--- src/pkg/nfc_pkg.sv ---
// Constants and carrier types for the NAND host sequencer.
// Assumes a 100 MHz system clock; times are converted to cycles here.
package nfc_pkg;
  localparam int CLK_NS = 10;
  // Device timing in printed units
  localparam int LATCH_LOW_TO_STROBE_ID_NS   = 100;
  localparam int SELECT_LOW_TO_STROBE_ID_NS  = 100;
  localparam int LATCH_LOW_TO_STROBE_READ_NS = 50;
  localparam int READY_TO_FIRST_STROBE_NS    = 20;
  localparam int SELECT_HIGH_TERMINATE_NS    = 100;
  localparam int WRITE_PULSE_NS              = 25;
  localparam int WRITE_HIGH_NS               = 25;
  localparam int READ_PULSE_NS               = 35;
  localparam int READ_HIGH_NS                = 15;
  localparam int WRITE_TO_BUSY_NS            = 200;
  localparam int ARRAY_FETCH_TIME_US         = 25;
  localparam int PROGRAM_TIME_US             = 1000;
  localparam int ERASE_TIME_US               = 10000;
  localparam int RESET_ERASE_US              = 500;
  // Least times round up to whole cycles
  localparam int T_ID_LATCH  = (LATCH_LOW_TO_STROBE_ID_NS + CLK_NS - 1) / CLK_NS;
  localparam int T_ID_SELECT = (SELECT_LOW_TO_STROBE_ID_NS + CLK_NS - 1) / CLK_NS;
  localparam int T_RD_LATCH  = (LATCH_LOW_TO_STROBE_READ_NS + CLK_NS - 1) / CLK_NS;
  localparam int T_RDY_STRB  = (READY_TO_FIRST_STROBE_NS + CLK_NS - 1) / CLK_NS;
  localparam int T_CE_TERM   = (SELECT_HIGH_TERMINATE_NS + CLK_NS - 1) / CLK_NS;
  localparam int T_WP        = (WRITE_PULSE_NS + CLK_NS - 1) / CLK_NS;
  localparam int T_WH        = (WRITE_HIGH_NS + CLK_NS - 1) / CLK_NS;
  localparam int T_RP        = (READ_PULSE_NS + CLK_NS - 1) / CLK_NS;
  localparam int T_REH       = (READ_HIGH_NS + CLK_NS - 1) / CLK_NS;
  localparam int T_WB        = (WRITE_TO_BUSY_NS + CLK_NS - 1) / CLK_NS;
  // Worst busy period across fetch, program, erase and reset
  localparam int WORST_BUSY_US = ERASE_TIME_US;
  localparam int T_TIMEOUT   = WORST_BUSY_US * (1000 / CLK_NS);
  localparam int MAX_PROGRAMS = 5;
  localparam int CNT_W = 24;
  // Command opcodes issued by the host
  localparam logic [7:0] CMD_READ0  = 8'h00;
  localparam logic [7:0] CMD_PROG_D = 8'h80;
  localparam logic [7:0] CMD_PROG   = 8'h10;
  localparam logic [7:0] CMD_ERASE1 = 8'h60;
  localparam logic [7:0] CMD_ERASE2 = 8'hD0;
  localparam logic [7:0] CMD_ID     = 8'h90;
  localparam logic [7:0] CMD_RESET  = 8'hFF;

  typedef enum logic [2:0] {
    OP_READ  = 3'h0,
    OP_PROG  = 3'h1,
    OP_ERASE = 3'h2,
    OP_ID    = 3'h3,
    OP_RESET = 3'h4
  } nfc_op_e;

  typedef struct packed {
    nfc_op_e     op;
    logic [23:0] addr;
    logic [9:0]  count;
  } nfc_req_s;

  typedef struct packed {
    logic       ce_n;
    logic       cle;
    logic       ale;
    logic       we_n;
    logic       output_strobe_n;
    logic [7:0] dout;
    logic       doe;
  } nfc_pins_s;
endpackage : nfc_pkg

--- src/rtl/nfc_fifo.sv ---
// Parameterised synchronous FIFO for read data toward the user.
// Assumes one clock; clock enable freezes all state.
`timescale 1ns/1ps
module nfc_fifo #(
  parameter int WIDTH = 8,
  parameter int DEPTH = 8
) (
  input  wire logic             sys_clk,
  input  wire logic             nrst,
  input  wire logic             clk_en,
  input  wire logic             in_valid,
  output logic                  in_ready,
  input  wire logic [WIDTH-1:0] in_data,
  output logic                  out_valid,
  input  wire logic             out_ready,
  output logic      [WIDTH-1:0] out_data
);
  localparam int AW = $clog2(DEPTH);
  initial
  begin
    if (DEPTH < 2 || (1 << AW) != DEPTH)
      $error("Depth must be a power of two of at least 2");
  end
  logic [WIDTH-1:0] mem [DEPTH];
  logic [AW:0]      wr_ptr;
  logic [AW:0]      rd_ptr;
  logic             push;
  logic             pop;
  // Honest full and empty from pointer difference
  assign in_ready  = (wr_ptr - rd_ptr) != (AW+1)'(DEPTH);
  assign out_valid = wr_ptr != rd_ptr;
  assign push      = in_valid && in_ready;
  assign pop       = out_valid && out_ready;
  assign out_data  = mem[rd_ptr[AW-1:0]];
  // Storage array, written without reset
  always_ff @(posedge sys_clk)
  begin
    if (clk_en && push)
      mem[wr_ptr[AW-1:0]] <= in_data;
  end
  // Pointer registers
  always_ff @(posedge sys_clk or negedge nrst)
  begin
    if (!nrst)
    begin
      wr_ptr <= '0;
      rd_ptr <= '0;
    end
    else if (clk_en)
    begin
      if (push)
        wr_ptr <= wr_ptr + 1'b1;
      if (pop)
        rd_ptr <= rd_ptr + 1'b1;
    end
  end
endmodule : nfc_fifo

--- src/rtl/nfc_host.sv ---
// Host sequencer driving a byte-wide NAND flash over its strobe pins.
// Assumes ready_busy_n and data-in pins come asynchronously from the device.
`timescale 1ns/1ps
// Behaviour
// - Host programs one page at most 5 times before block erase; the count covers only the last page programmed and clears on any erase.
// - Select held high 100 ns after last byte ends sequential read.
// - ID read: 100 ns from latch low to first read strobe.
// - ID read: 100 ns from select low to first read strobe.
// - Normal read: 50 ns from latch low to read strobe.
// - Wait 20 ns after ready before first read strobe fall.
module nfc_host #(
  parameter int TIMEOUT_CYCLES = nfc_pkg::T_TIMEOUT,
  parameter int FIFO_DEPTH     = 8
) (
  input  wire logic              sys_clk,
  input  wire logic              nrst,
  input  wire logic              clk_en,
  input  wire logic              req_valid,
  output logic                   req_ready,
  input  wire nfc_pkg::nfc_req_s req,
  input  wire logic              wr_valid,
  output logic                   wr_ready,
  input  wire logic [7:0]        wr_data,
  output logic                   rd_valid,
  input  wire logic              rd_ready,
  output logic      [7:0]        rd_data,
  output logic                   done,
  output logic                   timeout_err,
  output logic                   prog_limit_err,
  input  wire logic              ready_busy_n,
  input  wire logic [7:0]        io_in,
  output logic      [7:0]        io_out,
  output logic                   io_oe,
  output logic                   ce_n,
  output logic                   cle,
  output logic                   ale,
  output logic                   we_n,
  output logic                   output_strobe_n
);
  initial
  begin
    if (TIMEOUT_CYCLES < 1
        || TIMEOUT_CYCLES + nfc_pkg::T_WB >= (1 << nfc_pkg::CNT_W))
      $error("Timeout does not fit the counter");
  end

  typedef enum logic [3:0] {
    S_IDLE  = 4'h0, S_WRDY  = 4'h1, S_BYTE  = 4'h2, S_WLOW  = 4'h3,
    S_WHIGH = 4'h4, S_BUSY  = 4'h5, S_GAP   = 4'h6, S_RLOW  = 4'h7,
    S_RHIGH = 4'h8, S_DONE  = 4'h9, S_CEOFF = 4'hA
  } nfc_state_e;

  typedef struct packed {
    nfc_state_e        st;
    nfc_pkg::nfc_req_s r;
    nfc_pkg::nfc_pins_s p;
    logic [2:0]        seq;       // Byte index in command sequence
    logic [nfc_pkg::CNT_W-1:0] cnt;
    logic [9:0]        left;
    logic [2:0]        prog_cnt;
    logic [13:0]       prog_page;
    logic [1:0]        rb_sync;
    logic [7:0]        din;
    logic [7:0]        din_s;
    logic              push;
    logic              done;
    logic              tmo;
    logic              plim;
  } nfc_host_s;

  nfc_host_s q;
  nfc_host_s next_q;
  logic      rb_ready;
  logic      fifo_in_ready;

  // Byte for step i of a command sequence; returns command flag in bit 8
  function automatic logic [8:0] seq_byte(input nfc_pkg::nfc_req_s r,
                                          input logic [2:0] i);
    logic [8:0] b;
    b = {1'b0, 8'h00};
    unique case (r.op)
      nfc_pkg::OP_READ:
        b = (i == 3'h0) ? {1'b1, nfc_pkg::CMD_READ0} : {1'b0, r.addr[8*i-8 +: 8]};
      nfc_pkg::OP_PROG:
        b = (i == 3'h0) ? {1'b1, nfc_pkg::CMD_PROG_D} : {1'b0, r.addr[8*i-8 +: 8]};
      nfc_pkg::OP_ERASE:
        b = (i == 3'h0) ? {1'b1, nfc_pkg::CMD_ERASE1} :
            (i == 3'h3) ? {1'b1, nfc_pkg::CMD_ERASE2} :
                          {1'b0, r.addr[8*i +: 8]};
      nfc_pkg::OP_ID:
        b = (i == 3'h0) ? {1'b1, nfc_pkg::CMD_ID} : {1'b0, 8'h00};
      default:
        b = {1'b1, nfc_pkg::CMD_RESET};
    endcase
    return b;
  endfunction : seq_byte

  // Number of command and address bytes for an operation
  function automatic logic [2:0] seq_len(input nfc_pkg::nfc_op_e op);
    logic [2:0] n;
    n = 3'h1;
    unique case (op)
      nfc_pkg::OP_READ, nfc_pkg::OP_PROG: n = 3'h4;
      nfc_pkg::OP_ERASE: n = 3'h4;
      nfc_pkg::OP_ID:    n = 3'h2;
      default:           n = 3'h1;
    endcase
    return n;
  endfunction : seq_len

  assign rb_ready = q.rb_sync[1];
  assign req_ready = (q.st == S_IDLE);
  assign wr_ready  = (q.st == S_GAP) && (q.r.op == nfc_pkg::OP_PROG)
                     && (q.left != 10'h000) && q.p.we_n
                     && (q.cnt == '0);

  // Next-state logic for the whole sequencer
  always_comb
  begin
    logic [8:0] b;
    next_q = q;
    b = seq_byte(q.r, q.seq);
    next_q.rb_sync = {q.rb_sync[0], ready_busy_n};
    next_q.din_s   = io_in;
    next_q.din     = q.din_s;
    next_q.push    = 1'b0;
    next_q.done    = 1'b0;
    if (q.cnt != '0)
      next_q.cnt = q.cnt - 1'b1;
    unique case (q.st)
      S_IDLE:
        if (req_valid)
        begin
          next_q.r = req;
          next_q.seq = 3'h0;
          next_q.left = req.count;
          next_q.tmo = 1'b0;
          next_q.plim = 1'b0;
          next_q.p.ce_n = 1'b0;
          // Track repeated programs of one page, cleared by block erase
          if (req.op == nfc_pkg::OP_ERASE)
            next_q.prog_cnt = 3'h0;
          if (req.op == nfc_pkg::OP_PROG)
          begin
            if (req.addr[21:8] != q.prog_page)
              next_q.prog_cnt = 3'h0;
            else if (q.prog_cnt >= 3'(nfc_pkg::MAX_PROGRAMS))
            begin
              next_q.plim = 1'b1;
              next_q.p.ce_n = 1'b1;
              next_q.done = 1'b1;
            end
          end
          if (!next_q.plim)
          begin
            next_q.st = (req.op == nfc_pkg::OP_RESET) ? S_BYTE : S_WRDY;
            next_q.cnt = nfc_pkg::CNT_W'(TIMEOUT_CYCLES);
          end
        end
      S_WRDY:
        // Only reset may be issued while busy
        if (rb_ready)
        begin
          next_q.st = S_BYTE;
          next_q.cnt = '0;
        end
        else if (q.cnt == '0)
        begin
          next_q.tmo = 1'b1;
          next_q.st = S_CEOFF;
          next_q.cnt = nfc_pkg::CNT_W'(nfc_pkg::T_CE_TERM);
        end
      S_BYTE:
      begin
        next_q.p.cle = b[8];
        next_q.p.ale = !b[8];
        next_q.p.dout = b[7:0];
        next_q.p.doe = 1'b1;
        next_q.p.we_n = 1'b0;
        next_q.cnt = nfc_pkg::CNT_W'(nfc_pkg::T_WP);
        next_q.st = S_WLOW;
      end
      S_WLOW:
        if (q.cnt == '0)
        begin
          next_q.p.we_n = 1'b1;
          next_q.cnt = nfc_pkg::CNT_W'(nfc_pkg::T_WH);
          next_q.st = S_WHIGH;
        end
      S_WHIGH:
        if (q.cnt == '0)
        begin
          next_q.p.cle = 1'b0;
          next_q.p.ale = 1'b0;
          next_q.p.doe = 1'b0;
          next_q.seq = q.seq + 1'b1;
          if (q.seq + 1'b1 < seq_len(q.r.op))
            next_q.st = S_BYTE;
          else if (q.r.op == nfc_pkg::OP_ID)
          begin
            // ID needs both latch-low and select-low gaps
            next_q.cnt = nfc_pkg::CNT_W'(nfc_pkg::T_ID_LATCH);
            next_q.st = S_GAP;
          end
          else if (q.r.op == nfc_pkg::OP_PROG && q.seq == 3'h3)
          begin
            next_q.cnt = '0;
            next_q.st = S_GAP;
          end
          else
          begin
            // Ready is masked while busy may still be on its way
            next_q.cnt = nfc_pkg::CNT_W'(TIMEOUT_CYCLES + nfc_pkg::T_WB);
            next_q.st = S_BUSY;
          end
        end
      S_BUSY:
        // Busy covers fetch, program, erase and reset recovery
        if (q.cnt >= nfc_pkg::CNT_W'(TIMEOUT_CYCLES))
          next_q.st = S_BUSY;
        else if (rb_ready)
        begin
          if (q.r.op == nfc_pkg::OP_READ && q.left != 10'h000)
          begin
            next_q.cnt = nfc_pkg::CNT_W'(nfc_pkg::T_RDY_STRB);
            next_q.st = S_GAP;
          end
          else
          begin
            if (q.r.op == nfc_pkg::OP_PROG)
            begin
              next_q.prog_page = q.r.addr[21:8];
              next_q.prog_cnt = q.prog_cnt + 1'b1;
            end
            next_q.cnt = nfc_pkg::CNT_W'(nfc_pkg::T_CE_TERM);
            next_q.st = S_CEOFF;
          end
        end
        else if (q.cnt == '0)
        begin
          next_q.tmo = 1'b1;
          next_q.cnt = nfc_pkg::CNT_W'(nfc_pkg::T_CE_TERM);
          next_q.st = S_CEOFF;
        end
      S_GAP:
        if (q.r.op == nfc_pkg::OP_PROG)
        begin
          // Data pulse ends before the next byte or the confirm command
          if (!q.p.we_n)
          begin
            if (q.cnt == '0)
            begin
              next_q.p.we_n = 1'b1;
              next_q.cnt = nfc_pkg::CNT_W'(nfc_pkg::T_WH);
            end
          end
          else if (q.cnt == '0 && q.left == 10'h000)
          begin
            next_q.p.cle = 1'b1;
            next_q.p.dout = nfc_pkg::CMD_PROG;
            next_q.p.doe = 1'b1;
            next_q.p.we_n = 1'b0;
            next_q.cnt = nfc_pkg::CNT_W'(nfc_pkg::T_WP);
            next_q.seq = 3'h4;
            next_q.st = S_WLOW;
          end
          else if (wr_valid && wr_ready)
          begin
            next_q.p.dout = wr_data;
            next_q.p.doe = 1'b1;
            next_q.p.we_n = 1'b0;
            next_q.left = q.left - 1'b1;
            next_q.cnt = nfc_pkg::CNT_W'(nfc_pkg::T_WP);
          end
        end
        else if (q.cnt == '0 && fifo_in_ready)
        begin
          next_q.p.output_strobe_n = 1'b0;
          next_q.cnt = nfc_pkg::CNT_W'(nfc_pkg::T_RP);
          next_q.st = S_RLOW;
        end
      S_RLOW:
        if (q.cnt == '0)
        begin
          // Sample data two cycles after access, past the synchroniser
          next_q.p.output_strobe_n = 1'b1;
          next_q.push = 1'b1;
          next_q.left = q.left - 1'b1;
          next_q.cnt = nfc_pkg::CNT_W'(nfc_pkg::T_REH);
          next_q.st = S_RHIGH;
        end
      S_RHIGH:
        if (q.cnt == '0)
        begin
          if (q.left != 10'h000)
            next_q.st = S_GAP;
          else
          begin
            // Enter S_CEOFF, which raises select one cycle later, to end the sequential read
            next_q.cnt = nfc_pkg::CNT_W'(nfc_pkg::T_CE_TERM);
            next_q.st = S_CEOFF;
          end
        end
      S_CEOFF:
      begin
        next_q.p.ce_n = 1'b1;
        if (q.cnt == '0)
        begin
          next_q.done = 1'b1;
          next_q.st = S_IDLE;
        end
      end
      default:
        next_q.st = S_IDLE;
    endcase
  end

  // Single state register, frozen by clock enable
  always_ff @(posedge sys_clk or negedge nrst)
  begin
    if (!nrst)
    begin
      q <= '0;
      q.st <= S_IDLE;
      q.p.ce_n <= 1'b1;
      q.p.we_n <= 1'b1;
      q.p.output_strobe_n <= 1'b1;
    end
    else if (clk_en)
      q <= next_q;
  end

  nfc_fifo #(
    .WIDTH (8),
    .DEPTH (FIFO_DEPTH)
  ) u_fifo (
    .sys_clk   (sys_clk),
    .nrst      (nrst),
    .clk_en    (clk_en),
    .in_valid  (q.push),
    .in_ready  (fifo_in_ready),
    .in_data   (q.din),
    .out_valid (rd_valid),
    .out_ready (rd_ready),
    .out_data  (rd_data)
  );

  assign io_out          = q.p.dout;
  assign io_oe           = q.p.doe;
  assign ce_n            = q.p.ce_n;
  assign cle             = q.p.cle;
  assign ale             = q.p.ale;
  assign we_n            = q.p.we_n;
  assign output_strobe_n = q.p.output_strobe_n;
  assign done            = q.done;
  assign timeout_err     = q.tmo;
  assign prog_limit_err  = q.plim;
endmodule : nfc_host

--- config.mk ---
export PLATFORM = sky130hd
export DESIGN_NAME = nfc_host
export DESIGN_NICKNAME = d
export VERILOG_FILES = /design/src/pkg/nfc_pkg.sv /design/src/rtl/nfc_fifo.sv /design/src/rtl/nfc_host.sv
export SDC_FILE = /design/constraint.sdc
export NUM_CORES = 1
export LEC_CHECK = 0
export BUFFER_PORTS_ARGS = -buffer_cell sky130_fd_sc_hd__buf_2
export CAP_MARGIN = 20
export CORE_MARGIN = 10
export CORE_UTILIZATION = 50
export DETAILED_ROUTE_END_ITERATION = 10
export PLACE_DENSITY = 0.76
export REMOVE_ABC_BUFFERS = 1
export SETUP_SLACK_MARGIN = 0.1
export SYNTH_ARGS = -nofsm -noshare
export SYNTH_HDL_FRONTEND = slang
export SYNTH_SLANG_ARGS = --single-unit
--- constraint.sdc ---
create_clock -name sys_clk -period 4.7 [get_ports sys_clk]
set_clock_uncertainty 0.15 [all_clocks]
set_input_delay 0.94 -clock sys_clk [delete_from_list [all_inputs] [get_ports sys_clk]]
set_output_delay 0.94 -clock sys_clk [all_outputs]
set_load 0.05 [all_outputs]
Yosys cells after proc, flatten, opt, wreduce, memory -nomap -nowiden --
Memory sizes are Yosys's and may differ from the RTL's. Index checks and enable logic that the tools add are counted.
Storage, ports and cells: register bits 139, bits in writable memories 64, output and inout port bits 28, logic and storage cells 233, memories kept 1
Cells by class: add/subtract/negate cells 8, order comparisons 3, eq/ne operators 41, shifts and indexed selects 2, muxes and demuxes 104, bitwise logic cells 2, reductions and logical operators 47
Memories:
- u_fifo.mem | depth 8, bits a word 8, rd ports 1, clocked after memory_dff 0, write ports 1, RTL line nfc_fifo.sv:24 | logic [WIDTH-1:0] mem [DEPTH];
Operators with widths (number):
- 24-bit 2-to-1 mux | 14
- 24-bit one-hot mux with 9 select lines | 1
- 4-bit 2-to-1 mux | 19
- 17-bit 2-to-1 mux | 4
- 34-bit 2-to-1 mux | 2
- 9-bit 2-to-1 mux | 7
- 42-bit 2-to-1 mux | 1
- 20-bit 2-to-1 mux | 2
- 40-bit 2-to-1 mux | 1
- 4-bit one-hot mux with 10 select lines | 1
- 9-bit one-hot mux with 4 select lines | 1
- 24-bit by 33-bit variable part select with 8-bit output | 1
- 10-bit 2-to-1 mux | 3
- 10-bit one-hot mux with 3 select lines | 1
- 28-bit 2-to-1 mux | 1
- 2-bit inequality test (second input constant) | 14
- 24-bit by 20-bit >= comparator with 1-bit output (second input constant) | 1
- 24-bit logical NOT | 1
- 12-bit 2-to-1 mux | 2
- 24-bit nonzero test | 1
- 24-bit by 7-bit variable part select with 8-bit output | 1
- 24-bit by 1-bit subtractor with 24-bit output (second input constant) | 1
- 1-bit 2-to-1 mux | 22
- 3-bit 2-to-1 mux | 7
- other kinds (45) | 98

Depth between registers and ports, before layout --
depth after elaboration 11, depth in mapped cells 12, gate-level depth less buffers 11

By module --
Synthesis repeated with hierarchy kept, for this count alone.
Unflattened totals: cell total of the unflattened synthesis 1037, area total of the unflattened synthesis 10533.9 um^2
Modules (own cells, without submodules):
- nfc_host | instances 1, cells each 870, area each 7522.2 um^2
- nfc_fifo | instances 1, cells each 167, area each 3011.6 um^2

Worst setup path after synthesis --
Ideal clock, no wire load.
kind flip-flop to flip-flop, from register u_fifo.rd_ptr[1], to memory u_fifo.mem[4][0], enable pin, setup time 385 ps, arrival 3099 ps, slack 1066 ps, stages on the path, launching flop included 12, path buffers 3, clock period less this slack 3634 ps, cells stage by stage dfrtp_1 > clkbuf_1 > buf_1 > inv_1 > ha_1 > and3b_1 > nand3_1 > a2bb2oi_1 > and3_1 > clkbuf_1 > nand2b_1 > nor3b_1
Between the ends: word-level cells in the longest chain between the ends 6
Ends and longest elaborated chain:
- from (decl) | RTL line nfc_fifo.sv:26 | logic [AW:0] rd_ptr;
- from (signal assigned) | RTL line nfc_fifo.sv:54 | rd_ptr <= rd_ptr + 1'b1;
- 4-bit subtractor | RTL line nfc_fifo.sv:30 | assign in_ready = (wr_ptr - rd_ptr) != (AW+1)'(DEPTH);
- 4-bit inequality test | RTL line nfc_fifo.sv:30
- 1-bit logical AND | RTL line nfc_fifo.sv:32 | assign push = in_valid && in_ready;
- 1-bit logical AND | RTL line nfc_fifo.sv:38 | if (clk_en && push)
- 1-bit 2-to-1 mux | RTL line nfc_fifo.sv:38
- 1-bit 2-to-1 mux (not written as such) | RTL line nfc_fifo.sv:39 | mem[wr_ptr[AW-1:0]] <= in_data;
- to (decl) | RTL line nfc_fifo.sv:24
Every way passes these cells.

Worst setup path in the final report --
from register q[39] (netlist bit), to output port wr_ready
Between the ends: word-level cells in the longest chain between the ends 4
Ends and longest elaborated chain:
- from (decl) | RTL line nfc_host.sv:71 | nfc_host_s q;
- from (signal assigned) | RTL line nfc_host.sv:330 | q <= next_q;
- 10-bit nonzero test | RTL line nfc_host.sv:114 | && (q.left != 10'h000) && q.p.we_n
- 1-bit logical AND (2 in a row) | RTL line nfc_host.sv:114
- 1-bit logical AND | RTL line nfc_host.sv:115 | && (q.cnt == '0);
- to (decl) | RTL line nfc_host.sv:22 | output logic wr_ready,
Every way passes these cells.

==> flow_summary.toml <==
[status]
outcome = "completed"

[flow_run]
drv_cap = 0

[routing]
post-route-drc-count = 0
routedWlPerCell_um = 19.8
routed_wl_um = 26200
dr.pass1.iters = 5
drtAntennaViolNets = 0
drtIter0Drc = 693
post_drt_via_cell_ratio = 6.06
num_vias = 8038

[cts]
postCtsHoldBufs = 0
cts_setup_buffers = 0
cts_root_buffer = "clkbuf_16"
insertion_delay_ns = 0.44
cts-resized-gates = 0
tritoncts = "done"
clockBufferDepth = 2
cts_sinks = 193
clkTransAtPathRegs_ns = 0.08
ctsHtreeMaxLevel = 4
cts_buffers = 17

[floorplan]
floorplan.initialDensity_pct = 51.3
die_y_um = 165
die_area_sq_um = 27100
placementRows = 52
core_sq_um = 20400
io_pins = 88
die_x_um = 165

[place]
port_buffers = 87
dp_hpwl_um = 19000
post-place-ws_ns = 0.964
gp_congestion = 0.960

[grt]
groute.usage.overall_pct = 19.9
grt_antenna_before_repair = 0
grt_max_degree = 104
grt_pass1_vias = 7943
grt_pass1_wl_um = 43000
grt_remaining_overflow = 0

[sta]
period_share_pct = 83.3
relSlewSlack_pct = 34.6
rsz0062_at_grt = "no"
max_freq_mhz = 255
fin_ws_ns = 0.784
finalHoldViolations = 0
min_period_ns = 3.92
worst_pin_slew_ns = 0.980
finalMaxSlewViolations = 0
tns_ns = 0
finalSetupViolations = 0

[worst_hold_path]
holdCritPathClass = "flip-flop to flip-flop"
holdPathStages = 1

[layout]
antenna_cells = 0
syn_to_final_growth_pct = 12.1
nFillCells = 1701
final_common_cell = "dfrtp_1"
fin_nets = 1120
drive_above_1_share_pct = 24.0
final_cell_mix = "126 x dfrtp_1, 89 x nand2_1, 86 x buf_2"

[synth]
synth-seq-area-share_pct = 49.4
ys_warn_count = 0
ys.flop_type = "dfrtp_1"
ys_async_sr_fraction_pct = 66.8
synth-edff-count = 64
ys_ff_latch = 193
synth.distinct_cells = 88
syn_area_per_cell_sq_um = 10.8
syn_inst = 968
netlist_area_sq_um = 10400

[power_and_ir_drop]
ir_drop_uv = 265
power_mw = 6.90
powerDensity_nw_per_um2 = 590
power_leakage_nw = 4.73

[setup_path]
worstSetupPathType = "flip-flop to output pin"
worstRegToRegCells = 10
start_kind = "flip-flop"
arrival_ns = 2.83
cp_max_fo = 7
crit_required_ns = 3.61
end_kind = "output pin"
==> path summary, 6_finish.rpt <==
kind / from / endpoint / slack, ns
setup reg to reg: q[74] / q[67] / 0.91
setup / recovery: q[39] / wr_ready / 0.78
min in group asynchronous: nrst / q[27] / 0.43
hold reg to reg: q[38] / q[38] / 0.34
max in group asynchronous: nrst / next_q[14] / 3.02
hold / removal: q[38] / q[38] / 0.34
==> synth_stat cells (all sizes together), types with 5 or more instances <==
library cell / instances / area, sq um
ha: 17 / 213
o21ai: 59 / 295
nand2: 89 / 334
or4: 7 / 52.6
a31oi: 6 / 37.5
xnor2: 29 / 254
nand3: 16 / 85.1
a2bb2oi: 5 / 43.8
o31ai: 8 / 60.1
a22oi: 11 / 82.6
edfxtp: 64 / 1920
clkbuf: 34 / 128
mux2i: 13 / 130
nand2b: 14 / 87.6
a2111oi: 5 / 43.8
a21oi: 62 / 318
nor2: 76 / 295
nor4b: 5 / 43.8
dfrtp: 126 / 3150
nor3b: 8 / 65.1
mux4: 16 / 360
nor2b: 13 / 81.3
nor4: 16 / 149
o21a: 6 / 45.0
nor3: 34 / 196
buf: 20 / 124
and3: 11 / 68.8
o22ai: 8 / 50.1
or3: 7 / 43.8
inv: 28 / 105
xor2: 6 / 52.6
mux2: 63 / 709
nand4: 15 / 121
==> worst max-delay path: stages (launching register included) <==
cell and delay, ns:
dfrtp_1 0.38, inv_1 0.10, ha_1 0.21, or4b_4 0.52
nor3_2 0.50, nor2_1 0.21, and3_1 0.25, buf_2 0.21
==> cell families (layout without fill, tap and decap cells) <==
logic type,count (synthesis),count (layout),share of synthesized area (%)
mux,92,92,11.5
flops,193,193,49.4
compound gates,218,218,13.6
xor+xnor,35,35,2.94
fa+ha+maj,17,17,2.04
simple gates,329,329,17.1
buf+inv,84,172,3.49
==> area by class of cell <==
class,count,area [sq um],share of cell area [%]
inverter,30,113,0.963
tap,270,338,2.89
timing repair buffer,110,614,5.25
clock buffer,19,433,3.70
sequential,193,5150,44.1
multi-input combinational,691,4920,42.1
clock inverter,13,125,1.07
==> sequential cells by signal, indices dropped and copies added (netlist names) <==
signal	flops
q	95
u_fifo.mem	64
next_q	9
io_out	8
u_fifo.rd_ptr	4
u_fifo.wr_ptr	4
ale	1
ce_n	1
cle	1
done	1
io_oe	1
output_strobe_n	1
prog_limit_err	1
timeout_err	1
we_n	1
==> layer usage <==
| layer | global-route usage, % | share of wire, % |
|---|---|---|
| met1 | 27.6 | 44 |
| met2 | 31.2 | 47 |
| met3 | 4.46 | 7.1 |
| met4 | 4.87 | 1.3 |
| met5 | 0 | 0 |
==> metrics by stage <==
| stage | hold slack (ns) | util (%) | instance area [sq um] | instances |
|---|---|---|---|---|
| floorplan | 0.291 | - | 10200 | 914 |
| global placement | 0.317 | 54.7 | 11100 | 1293 |
| detailed placement | 0.316 | 54.7 | 11100 | 1293 |
| CTS | 0.332 | 57.4 | 11700 | 1325 |
| global route | 0.360 | 57.4 | 11700 | 1326 |
| finish | 0.342 | 57.4 | 11700 | 1326 |
==> power breakdown <==
part,total (mW),switching (mW),internal (mW)
sequential,2.61,0.500,2.11
combinational,2.90,1.79,1.11
clock,1.38,0.682,0.700
(Power assumes the default switching activity.)
